<file path="src/design/spi_client_cfg.svh">
// register map, field positions, reset values and timing counts of the serial port
// assumes byte addressing on a 32-bit classic wishbone bus
`ifndef SPI_CLIENT_CFG_SVH
`define SPI_CLIENT_CFG_SVH

// register byte offsets
`define ADDR_CTRL 4'h0
`define ADDR_STATUS 4'h4
`define ADDR_DATA 4'h8

// control register fields
`define CTRL_EN_BIT 0
`define CTRL_MODE_LSB 1
`define CTRL_MODE_MSB 4
`define CTRL_CPOL_BIT 5
`define CTRL_CKE_BIT 6
`define CTRL_PHASE_BIT 7
`define CTRL_BUFFER_OVERWRITE_ENABLE_BIT 8
`define CTRL_INTEN_BIT 9
`define CTRL_WIDTH 10
`define CTRL_RESET 10'h000

// status register fields
`define STAT_BF_BIT 0
`define STAT_WRITE_COLLISION_FLAG_BIT 1
`define STAT_DONE_BIT 2
`define STAT_BUSY_BIT 3
`define STAT_SS_BIT 4

// mode select field encodings
`define MODE_HOST 4'h0
`define MODE_CLIENT_SS 4'h4
`define MODE_CLIENT 4'h5

// counts
`define BYTE_BITS 4'h8
`define HOST_HALF_CYCLES 8'h02
`define HOST_TOGGLES 5'h10
`define DATA_RESET 8'h00

`endif

</file>
<file path="src/design/spi_client_pkg.sv">
// types shared by the serial port design
// assumes nothing of its surroundings
package spi_client_pkg;

  // host-mode clock generator states
  typedef enum {HOST_IDLE, HOST_RUN} host_state_type;

endpackage

</file>
<file path="src/design/spi_client_serial_port.sv">
// spi serial port with client shift engine, select framing and a small host mode
// assumes a classic wishbone master on clk_i and spi pins from another clock domain
//
// Chosen here: the Wishbone slave port and the register addresses.
`timescale 1ns/1ps
`include "spi_client_cfg.svh"

// Summary of operation
// - client mode shifts only on sck edges supplied by the host
// - transfer done flag rises once the eighth bit is latched
// - client shifting follows sck alone, independent of sleep
// - a byte received during sleep sets the flag and wakes if enabled
// - daisy chain: bits received are shifted out on the next byte
// - overwrite enable lets a new byte replace an unread buffer
// - select falling starts a new client transfer
// - select rising resets receive state, ready for next fall
// - bit counter clears when select is high or port is disabled
// - select pin matters only with mode select field 0100
// - select low with select control enables shifting and drives sdo
// - select high releases sdo three clocks later, even mid byte
// - host mode sleep freezes the transfer, wake resumes it
// - msb first; eighth bit copies byte to buffer, sets full and done
// - buffer write during transfer is dropped and sets write collision
// - reading the data buffer clears buffer full
module spi_client_serial_port (
  input wire logic clk_i,
  input wire logic rst_i,
  input wire logic wb_cyc_i,
  input wire logic wb_stb_i,
  input wire logic wb_we_i,
  input wire logic [3:0] wb_adr_i,
  input wire logic [3:0] wb_sel_i,
  input wire logic [31:0] wb_dat_i,
  output logic [31:0] wb_dat_o,
  output logic wb_ack_o,
  input wire logic sleep_i,
  input wire logic sck_i,
  output logic sck_o,
  output logic sck_oe_o,
  input wire logic sdi_i,
  input wire logic ss_n_i,
  output logic sdo_o,
  output logic sdo_oe_o,
  output logic wake_o
);

  logic [`CTRL_WIDTH-1:0] ctrl_reg;
  logic [7:0] shift_register;
  logic [7:0] data_buffer;
  logic [3:0] bit_cnt_reg;
  logic buffer_full_flag;
  logic write_collision_flag;
  logic transfer_done_flag;
  logic sck_s;
  logic sdi_s;
  logic ss_n_s;
  logic ss_n_prev_reg;
  logic sck_prev_reg;
  logic host_sck_reg;
  logic [7:0] half_cnt_reg;
  logic [4:0] toggle_cnt_reg;
  spi_client_pkg::host_state_type host_state_reg;

  logic port_enable_bit;
  logic [3:0] mode_select_field;
  logic clock_polarity_bit;
  logic clock_edge_bit;
  logic buffer_overwrite_enable;
  logic int_enable_bit;
  logic host_mode;
  logic ss_mode;
  logic shift_enable;
  logic sck_now;
  logic lead_edge;
  logic trail_edge;
  logic in_edge;
  logic out_edge;
  logic byte_done;
  logic busy;
  logic bus_req;
  logic bus_wr;
  logic bus_rd;
  logic data_wr;
  logic data_wr_ok;
  logic status_wr;
  logic ctrl_idle;
  logic [31:0] rd_mux;

  // control fields
  assign port_enable_bit = ctrl_reg[`CTRL_EN_BIT];
  assign mode_select_field = ctrl_reg[`CTRL_MODE_MSB:`CTRL_MODE_LSB];
  assign clock_polarity_bit = ctrl_reg[`CTRL_CPOL_BIT];
  assign clock_edge_bit = ctrl_reg[`CTRL_CKE_BIT];
  assign buffer_overwrite_enable = ctrl_reg[`CTRL_BUFFER_OVERWRITE_ENABLE_BIT];
  assign int_enable_bit = ctrl_reg[`CTRL_INTEN_BIT];
  assign host_mode = (mode_select_field == `MODE_HOST);
  assign ss_mode = (mode_select_field == `MODE_CLIENT_SS);

  // pins pass two flops before any logic reads them
  spi_sync2 #(.RST_VAL(1'b0)) u_sync_sck (
    .clk_i(clk_i),
    .rst_i(rst_i),
    .d_i(sck_i),
    .q_o(sck_s)
  );

  spi_sync2 #(.RST_VAL(1'b0)) u_sync_sdi (
    .clk_i(clk_i),
    .rst_i(rst_i),
    .d_i(sdi_i),
    .q_o(sdi_s)
  );

  spi_sync2 #(.RST_VAL(1'b1)) u_sync_ss (
    .clk_i(clk_i),
    .rst_i(rst_i),
    .d_i(ss_n_i),
    .q_o(ss_n_s)
  );

  // shifting allowed: port on, and in select mode only while select is low
  assign shift_enable = port_enable_bit && (!ss_mode || !ss_n_s);

  // clock source: own generator in host mode, the host's sck otherwise
  assign sck_now = host_mode ? host_sck_reg : sck_s;

  // leading edge leaves the idle level, trailing edge returns to it
  assign lead_edge = (sck_prev_reg == clock_polarity_bit) && (sck_now != clock_polarity_bit);
  assign trail_edge = (sck_prev_reg != clock_polarity_bit) && (sck_now == clock_polarity_bit);

  // clock edge bit set: sample on leading, drive on trailing edge
  assign in_edge = shift_enable && (clock_edge_bit ? lead_edge : trail_edge);
  assign out_edge = shift_enable && (clock_edge_bit ? trail_edge : lead_edge);
  assign byte_done = in_edge && (bit_cnt_reg == `BYTE_BITS - 4'h1);

  // a transfer counts as running once any bit has moved or host clock runs
  assign busy = (bit_cnt_reg != 4'h0) || (host_state_reg == spi_client_pkg::HOST_RUN);

  // bus decode; a request is acted on in the cycle before ack rises
  assign bus_req = wb_cyc_i && wb_stb_i && !wb_ack_o;
  assign bus_wr = bus_req && wb_we_i;
  assign bus_rd = bus_req && !wb_we_i;
  assign data_wr = bus_wr && (wb_adr_i == `ADDR_DATA) && wb_sel_i[0];
  assign status_wr = bus_wr && (wb_adr_i == `ADDR_STATUS) && wb_sel_i[0];
  assign data_wr_ok = data_wr && !busy && !write_collision_flag;
  assign ctrl_idle = !busy;

  // edge history of the chosen clock
  always_ff @(posedge clk_i) begin
    if (rst_i) begin
      sck_prev_reg <= 1'b0;
      ss_n_prev_reg <= 1'b1;
    end else begin
      sck_prev_reg <= sck_now;
      ss_n_prev_reg <= ss_n_s;
    end
  end

  // control register, byte lanes honoured
  always_ff @(posedge clk_i) begin
    if (rst_i) begin
      ctrl_reg <= `CTRL_RESET;
    end else if (bus_wr && (wb_adr_i == `ADDR_CTRL)) begin
      if (wb_sel_i[0]) begin
        ctrl_reg[7:0] <= wb_dat_i[7:0];
      end
      if (wb_sel_i[1]) begin
        ctrl_reg[9:8] <= wb_dat_i[9:8];
      end
    end
  end

  // bit counter: cleared by select high or port disable, and after each byte
  always_ff @(posedge clk_i) begin
    if (rst_i) begin
      bit_cnt_reg <= 4'h0;
    end else if (!port_enable_bit || (ss_mode && ss_n_s)) begin
      bit_cnt_reg <= 4'h0;
    end else if (ss_mode && ss_n_prev_reg && !ss_n_s) begin
      bit_cnt_reg <= 4'h0;
    end else if (byte_done) begin
      bit_cnt_reg <= 4'h0;
    end else if (in_edge) begin
      bit_cnt_reg <= bit_cnt_reg + 4'h1;
    end
  end

  // shift register: msb leaves first, sdi enters at the bottom;
  // left alone after a byte, it replays the received byte for a daisy chain
  always_ff @(posedge clk_i) begin
    if (rst_i) begin
      shift_register <= `DATA_RESET;
    end else if (data_wr_ok) begin
      shift_register <= wb_dat_i[7:0];
    end else if (in_edge) begin
      shift_register <= {shift_register[6:0], sdi_s};
    end
  end

  // sdo data: msb presented on load and refreshed on every drive edge
  always_ff @(posedge clk_i) begin
    if (rst_i) begin
      sdo_o <= 1'b0;
    end else if (data_wr_ok) begin
      sdo_o <= wb_dat_i[7];
    end else if (out_edge || (ss_mode && ss_n_prev_reg && !ss_n_s)) begin
      sdo_o <= shift_register[7];
    end
  end

  // sdo enable; select high floats it at once even mid byte.
  // limitation: the pin passes the synchroniser, so release lags by three clocks
  always_ff @(posedge clk_i) begin
    if (rst_i) begin
      sdo_oe_o <= 1'b0;
    end else if (ss_mode) begin
      sdo_oe_o <= port_enable_bit && !ss_n_s;
    end else begin
      sdo_oe_o <= port_enable_bit;
    end
  end

  // receive buffer: a finished byte lands unless the old one is unread and overwrite is off
  always_ff @(posedge clk_i) begin
    if (rst_i) begin
      data_buffer <= `DATA_RESET;
    end else if (byte_done && (!buffer_full_flag || buffer_overwrite_enable)) begin
      data_buffer <= {shift_register[6:0], sdi_s};
    end
  end

  // buffer full: set wins over a read clear in the same cycle
  always_ff @(posedge clk_i) begin
    if (rst_i) begin
      buffer_full_flag <= 1'b0;
    end else if (byte_done) begin
      buffer_full_flag <= 1'b1;
    end else if (bus_rd && (wb_adr_i == `ADDR_DATA)) begin
      buffer_full_flag <= 1'b0;
    end
  end

  // transfer done: set by the eighth latched bit, write one to clear;
  // counted in the clk domain even while asleep so the flag can wake the core
  always_ff @(posedge clk_i) begin
    if (rst_i) begin
      transfer_done_flag <= 1'b0;
    end else if (byte_done) begin
      transfer_done_flag <= 1'b1;
    end else if (status_wr && wb_dat_i[`STAT_DONE_BIT]) begin
      transfer_done_flag <= 1'b0;
    end
  end

  // write collision: a data write while busy or while set is dropped
  always_ff @(posedge clk_i) begin
    if (rst_i) begin
      write_collision_flag <= 1'b0;
    end else if (data_wr && busy) begin
      write_collision_flag <= 1'b1;
    end else if (status_wr && wb_dat_i[`STAT_WRITE_COLLISION_FLAG_BIT]) begin
      write_collision_flag <= 1'b0;
    end
  end

  // wake request follows the done flag when the interrupt is enabled
  always_ff @(posedge clk_i) begin
    if (rst_i) begin
      wake_o <= 1'b0;
    end else begin
      wake_o <= transfer_done_flag && int_enable_bit;
    end
  end

  // host clock generator; sleep stops the divider so the byte freezes in place
  always_ff @(posedge clk_i) begin
    if (rst_i) begin
      host_state_reg <= spi_client_pkg::HOST_IDLE;
      host_sck_reg <= 1'b0;
      half_cnt_reg <= 8'h00;
      toggle_cnt_reg <= 5'h00;
    end else if (!port_enable_bit || !host_mode) begin
      host_state_reg <= spi_client_pkg::HOST_IDLE;
      host_sck_reg <= clock_polarity_bit;
      half_cnt_reg <= 8'h00;
      toggle_cnt_reg <= 5'h00;
    end else begin
      unique case (host_state_reg)
        spi_client_pkg::HOST_IDLE: begin
          host_sck_reg <= clock_polarity_bit;
          if (data_wr_ok) begin
            host_state_reg <= spi_client_pkg::HOST_RUN;
            half_cnt_reg <= 8'h00;
            toggle_cnt_reg <= 5'h00;
          end
        end
        spi_client_pkg::HOST_RUN: begin
          if (!sleep_i) begin
            if (half_cnt_reg == `HOST_HALF_CYCLES - 8'h01) begin
              half_cnt_reg <= 8'h00;
              host_sck_reg <= !host_sck_reg;
              toggle_cnt_reg <= toggle_cnt_reg + 5'h01;
              if (toggle_cnt_reg == `HOST_TOGGLES - 5'h01) begin
                host_state_reg <= spi_client_pkg::HOST_IDLE;
              end
            end else begin
              half_cnt_reg <= half_cnt_reg + 8'h01;
            end
          end
        end
      endcase
    end
  end

  // sck pin drive only in host mode
  always_ff @(posedge clk_i) begin
    if (rst_i) begin
      sck_o <= 1'b0;
      sck_oe_o <= 1'b0;
    end else begin
      sck_o <= host_sck_reg;
      sck_oe_o <= port_enable_bit && host_mode;
    end
  end

  // read mux; unmapped offsets read zero
  always_comb begin
    rd_mux = 32'h0000_0000;
    unique case (wb_adr_i)
      `ADDR_CTRL: begin
        rd_mux[`CTRL_WIDTH-1:0] = ctrl_reg;
      end
      `ADDR_STATUS: begin
        rd_mux[`STAT_BF_BIT] = buffer_full_flag;
        rd_mux[`STAT_WRITE_COLLISION_FLAG_BIT] = write_collision_flag;
        rd_mux[`STAT_DONE_BIT] = transfer_done_flag;
        rd_mux[`STAT_BUSY_BIT] = !ctrl_idle;
        rd_mux[`STAT_SS_BIT] = ss_n_s;
      end
      `ADDR_DATA: begin
        rd_mux[7:0] = data_buffer;
      end
      default: begin
        rd_mux = 32'h0000_0000;
      end
    endcase
  end

  // one-wait-state ack for every address, dropped the cycle after
  always_ff @(posedge clk_i) begin
    if (rst_i) begin
      wb_ack_o <= 1'b0;
      wb_dat_o <= 32'h0000_0000;
    end else begin
      wb_ack_o <= bus_req;
      if (bus_rd) begin
        wb_dat_o <= rd_mux;
      end
    end
  end

endmodule // spi_client_serial_port

</file>
<file path="src/design/spi_sync2.sv">
// two flip-flop synchroniser for one asynchronous pin
// assumes the reset value matches the idle level of the pin
`timescale 1ns/1ps

module spi_sync2 #(
  parameter logic RST_VAL = 1'b0
) (
  input wire logic clk_i,
  input wire logic rst_i,
  input wire logic d_i,
  output logic q_o
);

  logic meta_reg;

  // first stage feeds only the second stage
  always_ff @(posedge clk_i) begin
    if (rst_i) begin
      meta_reg <= RST_VAL;
      q_o <= RST_VAL;
    end else begin
      meta_reg <= d_i;
      q_o <= meta_reg;
    end
  end

endmodule // spi_sync2

</file>
<file path="config.mk">
export PLATFORM = sky130hd
export DESIGN_NAME = spi_client_serial_port
export DESIGN_NICKNAME = d
export VERILOG_FILES = /design/src/design/spi_client_pkg.sv /design/src/design/spi_client_serial_port.sv /design/src/design/spi_sync2.sv
export VERILOG_INCLUDE_DIRS = /design/src /design/src/design
export SDC_FILE = /design/constraint.sdc
export NUM_CORES = 1
export LEC_CHECK = 0
export BUFFER_PORTS_ARGS = -buffer_cell sky130_fd_sc_hd__buf_2
export CORE_MARGIN = 2
export CORE_UTILIZATION = 45
export DETAILED_ROUTE_END_ITERATION = 10
export PLACE_DENSITY_LB_ADDON = 0.2
export SLEW_MARGIN = 20
export SYNTH_ARGS = -nofsm -noshare
export SYNTH_HDL_FRONTEND = slang
export SYNTH_SLANG_ARGS = --single-unit
</file>
<file path="constraint.sdc">
create_clock -name clk_i -period 2.2 [get_ports clk_i]
set_input_delay 0 -clock clk_i [delete_from_list [all_inputs] [get_ports clk_i]]
set_output_delay 0 -clock clk_i [all_outputs]
set_load 0.05 [all_outputs]
</file>
==> summary.txt, run 1 <==
=================================================================================
Result of the run .................................................. complete, no violations
Number of pins exceeding their max-slew limit in the final report ..            0
Nets ...............................................................          524
Top FF cell, synth ................................................. sky130_fd_sc_hd__dfxtp_1
Crit Path Category ................................................. flop to flop
Master cell of the clock root buffer ............................... sky130_fd_sc_hd__clkbuf_8
CP delay by family, top ............................................ simple AND/OR/NAND/NOR gates
Width of the chip ..................................................      92.2 um
Proportion of layout cells with a drive suffix above 1 .............        21.5%
Maximum number of pins on one net before global-route repair .......           61
Number of antenna-violating nets in the routed design ..............            0
Num ports ..........................................................           87
Library cell occupying the most area in the post-synthesis netlist . sky130_fd_sc_hd__dfxtp_1
Rel. slew slack ....................................................        58.0%
Highest layer used for signal routing ..............................         met4
Post-layout utilization of the core ................................        55.3%
Critical register-to-register path startpoint ......................  ctrl_reg[1]
Number of setup violations in the final report .....................            0
Worst setup startpoint .............................................  ctrl_reg[1]
Antenna diode instance count .......................................            0
Total congestion overflow after global routing .....................            0
Clock tree from TritonCTS ..........................................          yes
Initial antenna violation count ....................................            0
Final hold violations ..............................................            0
Met1 Wirelength ....................................................      4.03 mm
Drc violations .....................................................            0
Clock period minus final worst setup slack .........................      2080 ps
Setup repair after global routing missed its margin ................           no
Met2 wire len ......................................................      3.36 mm
Wirelength per Cell ................................................      13.7 um
Unique masters post-synth ..........................................           53
Maximum clock skew at final layout .................................      9.51 ps
Critical Path Sink Type ............................................         flop
Top-area cell type share of the netlist area .......................        41.2%
Leakage power ......................................................      1.62 nW
Critical path cell sequence ........................................ nor4_4 > mux2i_2 > mux2i_2 > buf_4 > or4b_1 > a21oi_1
Clk Latency, worst-skew pair .......................................       360 ps
Mean instance size in the synthesized netlist ......................     8.66 um2
Ratio of final minimum period to clock period ......................        94.7%
Netlist area before placement ......................................     3500 um2
Worst-path maximum fanout ..........................................            7
Class of the tightest hold or removal check ........................ input pin to flop
Half-perimeter wire length after placement .........................      5.59 mm
Initial core utilization ...........................................        45.8%
Count of port buffers added during placement .......................           40
Number of flops mapped to enable cells by yosys ....................            0
Req. time, crit path ...............................................      2490 ps
Transition time at the pin with the least slew margin ..............       626 ps
Level count of the clock H-tree ....................................            3
Post-synthesis async set-or-reset flop share .......................           0%
Number of DRC markers after the initial detailed-route iteration ...          122
Core Rows ..........................................................           32
Fmax ...............................................................      480 MHz
Post-route insts no fill ...........................................          576
Sum Neg Setup Slack ................................................         0 ps
Via count of the first global-routing pass .........................        2,612
Area added between synthesis and finish ............................        20.9%
Die outline area ...................................................     8500 um2
Number of max-cap violations .......................................            0
DR vias/cell .......................................................         5.15
Crit path arrival time .............................................      2370 ps
Peak ir drop on the vdd network ....................................   0.000378 V
Number of placed instances, taps included ..........................          545
Placeable Area .....................................................     7650 um2
Cell with the most instances on the worst path ..................... sky130_fd_sc_hd__mux2i_2
Share of the yosys chip area belonging to registers ................        41.2%
Max Buffers Root-to-Sink ...........................................            2
RD Place Congestion ................................................        0.797
Clock-pin slew on the worst setup and hold paths ...................        80 ps
Detailed-router iteration count before antenna repair ..............            4
Clk sinks ..........................................................           72
Buffer and inverter count on the worst path ........................            1
Post-detailed-routing wire length ..................................      7.91 mm
Critical Path Slowest Stage Cell ................................... sky130_fd_sc_hd__or4b_1
Dominant cells by area after synthesis ............................. sky130_fd_sc_hd__dfxtp_1 (41%), sky130_fd_sc_hd__nand2_1 (5.5%), sky130_fd_sc_hd__buf_4 (5.1%)
Largest stage delay on the critical path ...........................       500 ps
Count of warnings emitted by yosys .................................            0
Die outline height .................................................      92.2 um
Routed via count ...................................................        2,966
Number of instances in the synthesized netlist .....................          404
Hold_sp ............................................................        rst_i
Met3 routed WL .....................................................       433 um
Total global-route track usage .....................................        19.2%
Number of storage elements in the synthesis netlist ................           72
Power Density ......................................................   675 nW/um2
Number of clock buffers inserted by TritonCTS ......................            9
Kind of start point of the critical path ...........................         flop
Wire length of the first global-routing pass .......................      12.9 mm
=================================================================================
-- synth_stat cells, types with 4 or more instances --
library cell,number
sky130_fd_sc_hd__dfxtp_1,72
sky130_fd_sc_hd__a211oi_1,7
sky130_fd_sc_hd__buf_4,24
sky130_fd_sc_hd__clkbuf_1,11
sky130_fd_sc_hd__a22oi_1,5
sky130_fd_sc_hd__xnor2_1,9
sky130_fd_sc_hd__inv_1,9
sky130_fd_sc_hd__buf_2,4
sky130_fd_sc_hd__nand2_1,51
sky130_fd_sc_hd__nand2b_1,11
sky130_fd_sc_hd__nand3_1,19
sky130_fd_sc_hd__or2_2,4
sky130_fd_sc_hd__ha_1,6
sky130_fd_sc_hd__nor3_1,4
sky130_fd_sc_hd__mux2i_1,9
sky130_fd_sc_hd__a311oi_2,8
sky130_fd_sc_hd__a21oi_1,24
sky130_fd_sc_hd__nor2b_1,16
sky130_fd_sc_hd__o21ai_0,27
sky130_fd_sc_hd__and3_1,5
sky130_fd_sc_hd__nor2_1,34
-- worst min-delay path: cells and delay by family --
kind	cells	cell delay, ps
compound gates	1	140
buf+inv	1	120
simple gates	1	70
-- layer usage --
metal,vias to the layer above,GRT usage [%]
met2,97,28.4
met4,0,6.84
met1,1352,27.1
li1,1506,-
met3,11,4.93
met5,-,0
-- cell usage in the layout, fill, tap and decap left out, types with 2 or more instances in the layout --
cell type                       Yosys  layout
sky130_fd_sc_hd__nor2_1            34      34
sky130_fd_sc_hd__o21ai_0           27      27
sky130_fd_sc_hd__mux2i_1            9       9
sky130_fd_sc_hd__and3_1             5       5
sky130_fd_sc_hd__or2_2              4       4
sky130_fd_sc_hd__nand2_1           51      51
sky130_fd_sc_hd__nand3b_1           3       3
sky130_fd_sc_hd__a211oi_1           7       7
sky130_fd_sc_hd__nand2b_1          11      10
sky130_fd_sc_hd__a311oi_2           8       8
sky130_fd_sc_hd__buf_4             24      17
sky130_fd_sc_hd__bufinv_16          0       3
sky130_fd_sc_hd__a21oi_1           24      24
sky130_fd_sc_hd__xnor2_1            9       9
sky130_fd_sc_hd__clkbuf_8           0      10
sky130_fd_sc_hd__o211ai_1           2       2
sky130_fd_sc_hd__nor2b_1           16      16
sky130_fd_sc_hd__dlygate4sd3_1      0      15
sky130_fd_sc_hd__a221oi_1           3       3
sky130_fd_sc_hd__nor4b_2            1       2
sky130_fd_sc_hd__dfxtp_1           72      72
sky130_fd_sc_hd__nand3_1           19      18
sky130_fd_sc_hd__conb_1             1      22
sky130_fd_sc_hd__ha_1               6       6
sky130_fd_sc_hd__nand4_1            3       3
sky130_fd_sc_hd__xor2_1             2       2
sky130_fd_sc_hd__a22oi_1            5       5
sky130_fd_sc_hd__inv_1              9       9
sky130_fd_sc_hd__or3b_1             2       2
sky130_fd_sc_hd__buf_2              4      40
sky130_fd_sc_hd__nor3_1             4       4
sky130_fd_sc_hd__a21boi_0           2       2
sky130_fd_sc_hd__or3_1              3       3
sky130_fd_sc_hd__mux2i_2            2       2
-- area by class of cell --
class | instances | area, um2
Multi-Input combinational cell | 304 | 1880
Tap cell | 102 | 128
Timing Repair Buffer | 73 | 498
Fill cell | 744 | 3420
Clock buffer | 10 | 138
Sequential cell | 72 | 1440
Clock inverter | 6 | 115
Inverter | 9 | 33.8
-- power by group --
part	switching [mW]	internal [mW]	leakage (nW)	total [mW]
Sequential	0.00620	1.31	0.582	1.32
Combinational	0.159	0.0576	0.917	0.217
Clock	0.533	0.790	0.123	1.32
-- final timing paths --
check | to | slack (ps) | cells after the start
setup / recovery | bit_cnt_reg[3] | 120 | 6
hold / removal | sdo_oe_o | 20 | 3
setup reg to reg | bit_cnt_reg[3] | 120 | 6
hold reg to reg | u_sync_ss.q_o | 420 | 1
-- what timing repair did --
action / CTS / global route
hold endpoints to repair: 20 / 0
buffers inserted: 0 / 0
setup endpoints to repair: 0 / 15
resized for setup: 0 / 3
hold buffers: 15 / 0
-- cell families (layout without fill, tap and decap cells) --
group	count (synthesis)	after routing	share of synthesized area (%)
other	1	22	0.107
buffers and inverters	49	98	7.97
flip-flops	72	72	41.2
multiplexers	12	12	3.68
XOR/XNOR	11	11	2.75
adder cells (fa/ha/maj)	6	6	2.15
AO/OA/AOI/OAI	84	84	16.4
AND/OR/NAND/NOR	169	169	25.7
-- through the flow --
stage / area, um2 / hold slack, ps / setup WS, ps / power [mW]
2_1_floorplan: 3580 / 104 / 314 / 1.53
3_3_place_gp: 3810 / 183 / 127 / 1.54
3_5_place_dp: 3810 / 185 / 88.9 / 1.54
4_1_cts: 4220 / 28.1 / 87.4 / 2.87
5_1_grt: 4230 / 43.3 / 18.5 / 2.94
6_report: 4230 / 20.1 / 117 / 2.86
Power figures use the tool's default switching activity.
==> inputs of run 2 (changes only) <==
==> constraint.sdc (replaced) <==
create_clock -name clk_i -period 2.5 [get_ports clk_i]
set_input_delay 0 -clock clk_i [delete_from_list [all_inputs] [get_ports clk_i]]
set_output_delay 0 -clock clk_i [all_outputs]
set_load 0.05 [all_outputs]
==> run 2 against run 1 <==
  * Sequential power shrank 12%
  * Combinational power fell by 12%
  * Worst setup slack improved by 170 ps
  * Routed wire length down 1.2%
  * Die area is the same
  * Utilization decreased by 1.1 points
  * Flip-flop and latch count is the same
  * Clock power fell by 9%
  * Critical endpoint is now data_buffer[6]
  * Highest routed layer unchanged
==> summary.txt, run 2 (synthesis results as in run 1) <==
================================================================================
Half-perimeter wire length after placement ........................      5.47 mm
Clock tree from TritonCTS .........................................          yes
Final hold violations .............................................            0
Total global-route track usage ....................................        19.4%
Proportion of layout cells with a drive suffix above 1 ............        19.1%
Fmax ..............................................................      451 MHz
Peak ir drop on the vdd network ...................................   0.000300 V
CP delay by family, top ........................................... multiplexers
Worst-path maximum fanout .........................................           11
Maximum number of pins on one net before global-route repair ......           61
Number of antenna-violating nets in the routed design .............            0
Detailed-router iteration count before antenna repair .............            4
Number of DRC markers after the initial detailed-route iteration ..          138
Met1 Wirelength ...................................................      3.89 mm
Clk Latency, worst-skew pair ......................................       350 ps
Routed via count ..................................................        2,922
Clock-pin slew on the worst setup and hold paths ..................        80 ps
Worst Setup Slack, final ..........................................       285 ps
Clock period minus final worst setup slack ........................      2220 ps
Drc violations ....................................................            0
Req. time, crit path ..............................................      2730 ps
Number of clock buffers inserted by TritonCTS .....................            9
Crit path arrival time ............................................      2450 ps
Number of pins exceeding their max-slew limit in the final report .            0
Wirelength per Cell ...............................................      13.8 um
Post-detailed-routing wire length .................................      7.81 mm
Initial core utilization ..........................................        45.8%
Antenna diode instance count ......................................            0
Met2 wire len .....................................................      3.37 mm
Result of the run ................................................. complete, no violations
Transition time at the pin with the least slew margin .............       632 ps
Max Buffers Root-to-Sink ..........................................            2
Number of max-cap violations ......................................            0
Maximum clock skew at final layout ................................      8.80 ps
Most common cell after layout, fill and taps aside ................ sky130_fd_sc_hd__dfxtp_1
Number of setup violations in the final report ....................            0
RD Place Congestion ...............................................        0.799
Sum Neg Setup Slack ...............................................         0 ps
Placeable Area ....................................................     7650 um2
Critical path cell sequence ....................................... nor4_4 > mux2i_2 > mux2_2 > nand2b_1 > o21ai_0
Kind of start point of the critical path ..........................         flop
Post-placement setup slack ........................................       260 ps
Setup repair after global routing missed its margin ...............           no
Largest stage delay on the critical path ..........................       510 ps
Post-layout utilization of the core ...............................        54.3%
Width of the chip .................................................      92.2 um
Count of port buffers added during placement ......................           40
Ratio of final minimum period to clock period .....................        88.6%
Critical Path Sink Type ...........................................         flop
Master cell of the clock root buffer .............................. sky130_fd_sc_hd__clkbuf_8
Clk sinks .........................................................           72
Power Density .....................................................   614 nW/um2
Num ports .........................................................           87
Buffer and inverter count on the worst path .......................            0
Via count of the first global-routing pass ........................        2,767
Met3 routed WL ....................................................       401 um
Area added between synthesis and finish ...........................        18.6%
Critical Path Slowest Stage Cell .................................. sky130_fd_sc_hd__mux2_2
Core Rows .........................................................           32
Initial antenna violation count ...................................            0
Nets ..............................................................          516
Rel. slew slack ...................................................        57.6%
Level count of the clock H-tree ...................................            3
Class of the tightest hold or removal check ....................... input pin to flop
Wire length of the first global-routing pass ......................      13.1 mm
Leading cell types in the layout, fill and taps excluded .......... sky130_fd_sc_hd__dfxtp_1 (72), sky130_fd_sc_hd__nand2_1 (51), sky130_fd_sc_hd__buf_2 (40), sky130_fd_sc_hd__nor2_1 (34), sky130_fd_sc_hd__o21ai_0 (27)
Leakage power .....................................................      1.57 nW
DR vias/cell ......................................................         5.15
Highest layer used for signal routing .............................         met4
Total congestion overflow after global routing ....................            0
Crit Path Category ................................................ flop to flop
Die outline height ................................................      92.2 um
Die outline area ..................................................     8500 um2
================================================================================
[run 2: cell count changes in the layout (fill, tap and decap cells not counted), sizes merged]
cell,before,now
buf,58,50
clkinv,1,0
bufinv,3,4
clkinvlp,1,0
[run 2: path summary, 6_finish.rpt]
kind | cells after the start | slack (ps) | end | startpoint
worst max-delay path | 5 | 280 | data_buffer[6] | ctrl_reg[1]
worst min-delay path | 3 | 30 | sdo_oe_o | rst_i
worst max register to register | 5 | 280 | data_buffer[6] | ctrl_reg[1]
worst min register to register | 1 | 410 | u_sync_ss.q_o | u_sync_ss.meta_reg
[run 2: per-layer routing]
| layer | vias to the layer above | global-route usage, % |
|---|---|---|
| met5 | - | 0 |
| met4 | 0 | 8.71 |
| met3 | 12 | 3.62 |
| met2 | 97 | 29.3 |
| met1 | 1327 | 26.9 |
| li1 | 1486 | - |
[run 2: timing repair]
action	in CTS	in global routing
setup buffers	0	0
hold buffers	15	0
endpoints found under the hold margin	19	0
resized for setup	0	0
[run 2: per-stage QoR]
| stage | instances | cell area (um2) | total power, mW | hold WS, ps |
|---|---|---|---|---|
| floorplan | 425 | 3580 | 1.34 | 104 |
| global placement | 537 | 3740 | 1.36 | 187 |
| detailed placement | 537 | 3740 | 1.36 | 188 |
| CTS | 567 | 4150 | 2.57 | 37.0 |
| global route | 567 | 4150 | 2.63 | 46.2 |
| finish | 567 | 4150 | 2.55 | 34.2 |
[run 2: worst register-to-register path, stage by stage (launching register included)]
cell and delay, ps:
sky130_fd_sc_hd__dfxtp_1 370, sky130_fd_sc_hd__nor4_4 420, sky130_fd_sc_hd__mux2i_2 410, sky130_fd_sc_hd__mux2_2 510, sky130_fd_sc_hd__nand2b_1 260, sky130_fd_sc_hd__o21ai_0 130
[run 2: layout make-up]
type | instances | area [um2]
clock buffer | 10 | 128
fill | 746 | 3500
timing repair buffer | 65 | 425
multi-input combinational | 304 | 1860
inverter | 9 | 33.8
tap | 102 | 128
clock inverter | 5 | 129
sequential | 72 | 1440
[run 2: power breakdown]
| part | total, mW | internal, mW | switching, mW |
|---|---|---|---|
| clock | 1.20 | 0.763 | 0.434 |
| sequential | 1.16 | 1.15 | 0.00527 |
| combinational | 0.190 | 0.0503 | 0.140 |
